--- src/hw/pmax_pkg.sv ---
// Purpose: constants and types for the page and module address extension
// Assumes: one clock, bytes of 8 bits, 8 pages of 2048 locations
// Notes: module register bits [5:3] name the page, [2:0] the 256-word
//        module within it
package pmax_pkg;

  // ****************************************************************
  // Widths
  // ****************************************************************
  localparam int PMAX_OFS_W = 11;
  localparam int PMAX_PAGE_W = 3;
  localparam int PMAX_ADDR_W = PMAX_OFS_W + PMAX_PAGE_W;
  localparam int PMAX_PAGES = 8;
  localparam int PMAX_DATA_W = 8;

  // ****************************************************************
  // Field positions in a module select register
  // ****************************************************************
  localparam int PMAX_PAGE_LSB = 3;
  localparam int PMAX_PAGE_MSB = 5;
  localparam int PMAX_MOD_LSB = 0;
  localparam int PMAX_MOD_MSB = 2;

  // ****************************************************************
  // Reset values and the counter step
  // ****************************************************************
  localparam logic [7:0] PMAX_MODSEL_RST = 8'h00;
  localparam logic [2:0] PMAX_PAGE_RST = 3'h0;
  localparam logic [10:0] PMAX_OFS_RST = 11'h000;
  localparam logic [10:0] PMAX_OFS_ONE = 11'h001;

  // ****************************************************************
  // Operations presented by the execution unit
  // ****************************************************************
  typedef enum logic [3:0] {
    PMAX_OP_NONE = 4'h0,
    PMAX_OP_JUMP = 4'h1,
    PMAX_OP_STORE_ACC_TO_PROGRAM_MODULE = 4'h2,
    PMAX_OP_STORE_ACC_TO_DATA_MODULE = 4'h3,
    PMAX_OP_LOAD_ACC_FROM_DATA_MODULE = 4'h4,
    PMAX_OP_STORE_ACC_TO_POINTER_VIA_DATA = 4'h5,
    PMAX_OP_STORE_ACC_TO_POINTER_VIA_PROG = 4'h6,
    PMAX_OP_STORE_ACC_TO_COUNTER_VIA_DATA_MODULE = 4'h7,
    PMAX_OP_STORE_ACC_TO_COUNTER_VIA_PROG = 4'h8,
    PMAX_OP_LOAD_IND_PROG = 4'h9,
    PMAX_OP_LOAD_IND_DATA = 4'hA,
    PMAX_OP_STORE_IND_DATA = 4'hB
  } pmax_op_t;

  // Gray order along the indirect path: idle, access, fetch, latch
  typedef enum logic [1:0] {
    PMAX_ST_IDLE = 2'h0,
    PMAX_ST_ACCESS = 2'h1,
    PMAX_ST_FETCH = 2'h3,
    PMAX_ST_LATCH = 2'h2
  } pmax_state_t;

endpackage

--- src/hw/pmax_core.sv ---
// Purpose: per-page counters and pointers, page extension and fetch
// Assumes: memory answers reads in the same cycle as the read strobe
// Notes: one operation is taken only while ready_out is high
module pmax_core
  import pmax_pkg::*;
(
  input wire logic core_clk_in,
  input wire logic nrst_in,
  input wire logic op_valid_in,
  input wire pmax_op_t op_in,
  input wire logic [7:0] acc_in,
  input wire logic [10:0] jump_addr_in,
  input wire logic [7:0] mem_rdata_in,
  output logic ready_out,
  output logic [13:0] mem_addr_out,
  output logic mem_rd_out,
  output logic mem_wr_out,
  output logic [7:0] mem_wdata_out,
  output logic fetch_out,
  output logic [7:0] instr_out,
  output logic instr_valid_out,
  output logic [7:0] acc_data_out,
  output logic acc_load_out,
  output logic [7:0] program_module_out,
  output logic [7:0] data_module_out,
  output logic [2:0] fetch_page_extension_out
);

  // ****************************************************************
  // State
  // ****************************************************************
  pmax_state_t state_r, state_nxt;
  logic [7:0] prog_r, prog_nxt, data_r, data_nxt;
  logic [2:0] fext_r, fext_nxt;
  logic [13:0] addr_nxt;
  logic rd_nxt, wr_nxt, fetch_nxt, ivalid_nxt, aload_nxt, ready_nxt;
  logic [7:0] wdata_nxt, instr_nxt, acc_nxt;
  logic [10:0] pc_r [PMAX_PAGES];
  logic [10:0] dp_r [PMAX_PAGES];
  logic [2:0] ppage, dpage;
  logic take;

  assign ppage = prog_r[PMAX_PAGE_MSB:PMAX_PAGE_LSB];
  assign dpage = data_r[PMAX_PAGE_MSB:PMAX_PAGE_LSB];
  assign take = op_valid_in && (state_r == PMAX_ST_IDLE);

  always_comb
  begin
    state_nxt = state_r;
    prog_nxt = prog_r;
    data_nxt = data_r;
    fext_nxt = fext_r;
    addr_nxt = mem_addr_out;
    rd_nxt = 1'b0;
    wr_nxt = 1'b0;
    wdata_nxt = mem_wdata_out;
    fetch_nxt = 1'b0;
    instr_nxt = instr_out;
    ivalid_nxt = 1'b0;
    acc_nxt = acc_data_out;
    aload_nxt = 1'b0;
    case (state_r)
      PMAX_ST_IDLE:
      begin
        if (take)
        begin
          state_nxt = PMAX_ST_FETCH;
          case (op_in)
            PMAX_OP_STORE_ACC_TO_PROGRAM_MODULE:
              prog_nxt = acc_in;
            PMAX_OP_STORE_ACC_TO_DATA_MODULE:
              data_nxt = acc_in;
            PMAX_OP_LOAD_ACC_FROM_DATA_MODULE:
            begin
              acc_nxt = data_r;
              aload_nxt = 1'b1;
            end
            PMAX_OP_LOAD_IND_PROG:
            begin
              addr_nxt = {ppage, dp_r[ppage]};
              rd_nxt = 1'b1;
              state_nxt = PMAX_ST_ACCESS;
            end
            PMAX_OP_LOAD_IND_DATA:
            begin
              addr_nxt = {dpage, dp_r[dpage]};
              rd_nxt = 1'b1;
              state_nxt = PMAX_ST_ACCESS;
            end
            PMAX_OP_STORE_IND_DATA:
            begin
              addr_nxt = {dpage, dp_r[dpage]};
              wr_nxt = 1'b1;
              wdata_nxt = acc_in;
              state_nxt = PMAX_ST_ACCESS;
            end
            default:
              state_nxt = PMAX_ST_FETCH;
          endcase
        end
      end
      PMAX_ST_ACCESS:
      begin
        if (mem_rd_out)
        begin
          acc_nxt = mem_rdata_in;
          aload_nxt = 1'b1;
        end
        state_nxt = PMAX_ST_FETCH;
      end
      PMAX_ST_FETCH:
      begin
        // Fetch still uses the old extension, so one old-page word runs
        addr_nxt = {fext_r, pc_r[fext_r]};
        rd_nxt = 1'b1;
        fetch_nxt = 1'b1;
        fext_nxt = ppage;
        state_nxt = PMAX_ST_LATCH;
      end
      PMAX_ST_LATCH:
      begin
        instr_nxt = mem_rdata_in;
        ivalid_nxt = 1'b1;
        state_nxt = PMAX_ST_IDLE;
      end
      default:
        state_nxt = PMAX_ST_IDLE;
    endcase
    ready_nxt = (state_nxt == PMAX_ST_IDLE);
  end

  always_ff @(posedge core_clk_in or negedge nrst_in)
  begin
    if (!nrst_in)
    begin
      state_r <= PMAX_ST_IDLE;
      prog_r <= PMAX_MODSEL_RST;
      data_r <= PMAX_MODSEL_RST;
      fext_r <= PMAX_PAGE_RST;
      ready_out <= 1'b1;
      mem_addr_out <= 14'h0000;
      mem_rd_out <= 1'b0;
      mem_wr_out <= 1'b0;
      mem_wdata_out <= 8'h00;
      fetch_out <= 1'b0;
      instr_out <= 8'h00;
      instr_valid_out <= 1'b0;
      acc_data_out <= 8'h00;
      acc_load_out <= 1'b0;
    end
    else
    begin
      state_r <= state_nxt;
      prog_r <= prog_nxt;
      data_r <= data_nxt;
      fext_r <= fext_nxt;
      ready_out <= ready_nxt;
      mem_addr_out <= addr_nxt;
      mem_rd_out <= rd_nxt;
      mem_wr_out <= wr_nxt;
      mem_wdata_out <= wdata_nxt;
      fetch_out <= fetch_nxt;
      instr_out <= instr_nxt;
      instr_valid_out <= ivalid_nxt;
      acc_data_out <= acc_nxt;
      acc_load_out <= aload_nxt;
    end
  end

  assign program_module_out = prog_r;
  assign data_module_out = data_r;
  assign fetch_page_extension_out = fext_r;

  // ****************************************************************
  // Private counter and pointer of each page
  // ****************************************************************
  genvar p;
  generate
    for (p = 0; p < PMAX_PAGES; p++)
    begin : g_page
      logic [10:0] pc_nxt, dp_nxt;
      always_comb
      begin
        pc_nxt = pc_r[p];
        dp_nxt = dp_r[p];
        if (take && op_in == PMAX_OP_JUMP && fext_r == 3'(p))
          pc_nxt = jump_addr_in;
        if (take && op_in == PMAX_OP_STORE_ACC_TO_COUNTER_VIA_DATA_MODULE
            && dpage == 3'(p))
          pc_nxt = {data_r[PMAX_MOD_MSB:PMAX_MOD_LSB], acc_in};
        if (take && op_in == PMAX_OP_STORE_ACC_TO_COUNTER_VIA_PROG
            && ppage == 3'(p))
          pc_nxt = {prog_r[PMAX_MOD_MSB:PMAX_MOD_LSB], acc_in};
        if (take && op_in == PMAX_OP_STORE_ACC_TO_POINTER_VIA_DATA
            && dpage == 3'(p))
          dp_nxt = {data_r[PMAX_MOD_MSB:PMAX_MOD_LSB], acc_in};
        if (take && op_in == PMAX_OP_STORE_ACC_TO_POINTER_VIA_PROG
            && ppage == 3'(p))
          dp_nxt = {prog_r[PMAX_MOD_MSB:PMAX_MOD_LSB], acc_in};
        // Wraps inside the page; the extension is never carried into
        if (state_r == PMAX_ST_FETCH && fext_r == 3'(p))
          pc_nxt = pc_r[p] + PMAX_OFS_ONE;
      end
      always_ff @(posedge core_clk_in or negedge nrst_in)
      begin
        if (!nrst_in)
        begin
          pc_r[p] <= PMAX_OFS_RST;
          dp_r[p] <= PMAX_OFS_RST;
        end
        else
        begin
          pc_r[p] <= pc_nxt;
          dp_r[p] <= dp_nxt;
        end
      end
    end
  endgenerate
endmodule

--- config.mk ---
export PLATFORM = sky130hd
export DESIGN_NAME = pmax_core
export DESIGN_NICKNAME = d
export VERILOG_FILES = /design/src/hw/pmax_pkg.sv /design/src/hw/pmax_core.sv
export SDC_FILE = /design/constraint.sdc
export NUM_CORES = 1
export LEC_CHECK = 0
export BUFFER_PORTS_ARGS = -buffer_cell sky130_fd_sc_hd__buf_2
export CAP_MARGIN = 10
export CORE_MARGIN = 4
export CORE_UTILIZATION = 35
export CTS_CLUSTER_SIZE = 10
export DETAILED_ROUTE_END_ITERATION = 10
export HOLD_SLACK_MARGIN = 0.06
export PLACE_DENSITY = 0.52
export SLEW_MARGIN = 10
export SYNTH_ARGS = -nofsm -noshare
export SYNTH_HDL_FRONTEND = slang
export SYNTH_SLANG_ARGS = --single-unit
--- constraint.sdc ---
create_clock -name core_clk_in -period 3.5 [get_ports core_clk_in]
set_clock_uncertainty 0.15 [all_clocks]
set_input_delay 0.525 -clock core_clk_in [delete_from_list [all_inputs] [get_ports core_clk_in]]
set_output_delay 0.525 -clock core_clk_in [all_outputs]
set_load 0.02 [all_outputs]
==> metrics.cfg <==
[yosys]
async_flop_share_pct=100
synth_cells=1557
ys_warn_count=0
synth_edf_count=0
syn_area_per_cell_sq_um=9.77
yosysUniqueCellTypes=83
ys_seq_area_share_pct=39.7
synth-seq-cells=241
synth_area_sq_mm=0.0152
synth_area_leaders=dfrtp_1, mux4_2, mux2_2, nand2_1, o21ai_0
yosysTopAreaCell=dfrtp_1
synth_top_area_share_pct=39.5
synth-main-ff-cell=dfrtp_1
syn_nets=1604

[min_path]
min_to=pc_r[51]
min-delay-start=jump_addr_in[7]
hold_path_class=primary input to register
min_path_cells=3

[clocking]
cts_tree=built
ctsHtreeMaxLevel=1
cts_buffers=31
cts.repair.resized=0
clk_pin_slew_ns=0.06
clk-insertion-delay-late_ns=0.62
cts_root_buffer=clkbuf_16
cts_max_path_buffers=3
clock_sinks=241
ctsHoldBuffers=9
post_cts_buffers=0

[global_routing]
antenna_found_initial=2
track_usage_pct=25.5
grt_pass1_vias=13551
grt_start_max_net_pins=71
grt_first_pass_wirelength_microns=91400
overflow=0

[final_layout]
nets=1691
final_cell_mix=dfrtp_1, nand2_1, nor2_1, mux2_2, buf_2
finalInstanceArea_sq_mm=0.0176
area_growth_pct=15.5
final_common_cell=dfrtp_1
stdcell_count=2256
layout-drive-gt1-share_pct=24.1
fillCellCount=4310

[setup_path]
r2r_start=state_r[1]
reg2reg_depth=9
r2r-end=pc_r[54]
critical_path_arrival_ns=3.33
required_ns=3.82
critPathKind=register to register
cp-start-kind=register
ff2ff_setup_slack_ns=0.49
end_kind=register
crit_path_max_fanout=14

[floorplanning]
io_pins=97
start_util_pct=35.4
design.core.area_sq_mm=0.0430
num_rows=76
die_x_microns=216
fp.dieH_microns=216
dieArea_sq_mm=0.0468

[outcome]
status=finished, final reports clean

[power]
powerDensity_mw_per_mm2=817
leakage_nw=7.46
ir_drop_uv=442

[timing]
relSlewSlack_pct=26.1
setup_viol=0
maxSlewViolCount=0
finalCritPeriodShare_pct=86.0
setup_ws_ns=0.489
max_slew.worst_pin.slew_ns=1.11
rsz0062_at_grt=no
period_minus_slack_ns=3.01
max_freq_mhz=332
tns_ns=0
hold_violations=0

[run]
drv_cap=0

[routing]
wire_per_inst_microns=27.0
vias=14099
via_per_inst=6.25
ant_nets=0
drt_pre_antenna_iters=6
drc=0
drt_wl_total_microns=60900
drtIter0Drc=1369

[placement]
place_area_sq_mm=0.0165
place_hpwl_microns=42100
gp_congestion=0.928
dp_slack_ns=0.562
dp.cells=2187
port_buffers=96

==> kinds of logic (layout without fill, tap and decap cells) <==
kind of cell | Yosys count | count (layout) | synth area share (%)
AND/OR/NAND/NOR | 518 | 518 | 17.1
AO/OA/AOI/OAI | 425 | 425 | 18.5
flip-flops | 241 | 241 | 39.7
multiplexers | 199 | 199 | 19.2
buffers and inverters | 158 | 270 | 4.26
adder cells (fa/ha/maj) | 13 | 13 | 1.07
XOR/XNOR | 3 | 3 | 0.173
other | 0 | 2 | 0
==> flip-flops by register name, indices dropped and copies added, names as in the netlist, 8 cells and up <==
name                count
dp_r                   88
pc_r                   88
mem_addr_out           14
acc_data_out            8
data_module_out         8
instr_out               8
mem_wdata_out           8
program_module_out      8
==> final cells by class <==
class	instances	area, sq um	share of cell area (%)
Clock inverter	7	75.1	0.427
Sequential cell	241	6030	34.4
Multi-Input combinational cell	1158	8530	48.6
Tap cell	585	732	4.17
Timing Repair Buffer	177	1130	6.45
Antenna cell	2	5.00	0.0285
Inverter	35	131	0.748
Clock buffer	51	921	5.24
==> power breakdown <==
part	leakage, nW	internal (W)	total [W]	switching [W]
clock	0.491	0.00186	0.00319	0.00133
combinational	3.93	0.00251	0.00603	0.00351
sequential	3.04	0.00376	0.00514	0.00138
total	7.46	0.00813	0.0144	0.00622
==> metal layers <==
layer | GRT usage [%] | share of wire (%) | up-vias
li1 | - | - | 6153
met1 | 35.6 | 42 | 7098
met2 | 40.5 | 46 | 717
met3 | 4.01 | 8.1 | 129
met4 | 9.45 | 4.1 | 2
met5 | 0 | 0.033 | -
==> through the flow <==
stage,hold WS [ns],total power (W),utilization (%)
after floorplan,0.0794,0.00862,-
after global placement,0.303,0.0110,38.3
after detailed placement,0.299,0.0111,38.3
after CTS,0.168,0.0143,40.9
after global routing,0.214,0.0151,40.9
final,0.192,0.0144,40.9
==> Yosys cell counts, types with 28 or more instances <==
master    instances
a21oi_1          81
a22oi_1          35
a31oi_1          42
and3_1           29
clkbuf_1         77
dfrtp_1         240
inv_1            34
mux2_2           98
mux2i_1          37
mux4_2           64
nand2_1         129
nand3_1          79
nor2_1          113
nor3_1           37
o21ai_0          91
o22ai_1          28
==> worst max-delay path by stage <==
| stage | startpoint | end | depth (start not counted) |
|---|---|---|---|
| 2_1_floorplan | op_in[1] | pc_r[32] | 9 |
| 6_report | state_r[1] | pc_r[54] | 9 |
| 3_5_place_dp | op_in[0] | pc_r[17] | 7 |
| 5_1_grt | state_r[1] | pc_r[41] | 8 |
| 3_3_place_gp | state_r[0] | dp_r[68] | 8 |
| 4_1_cts | state_r[1] | dp_r[71] | 8 |
==> critical path: stages, from the launching register on <==
cell	delay (ns)
dfrtp_1	0.42
inv_1	0.12
ha_1	0.21
buf_4	0.17
nor2b_1	0.25
a21oi_1	0.10
buf_4	0.23
o311ai_1	0.67
o21ai_0	0.21
a211o_1	0.33
Note: power is estimated with default switching activity, not from simulation.
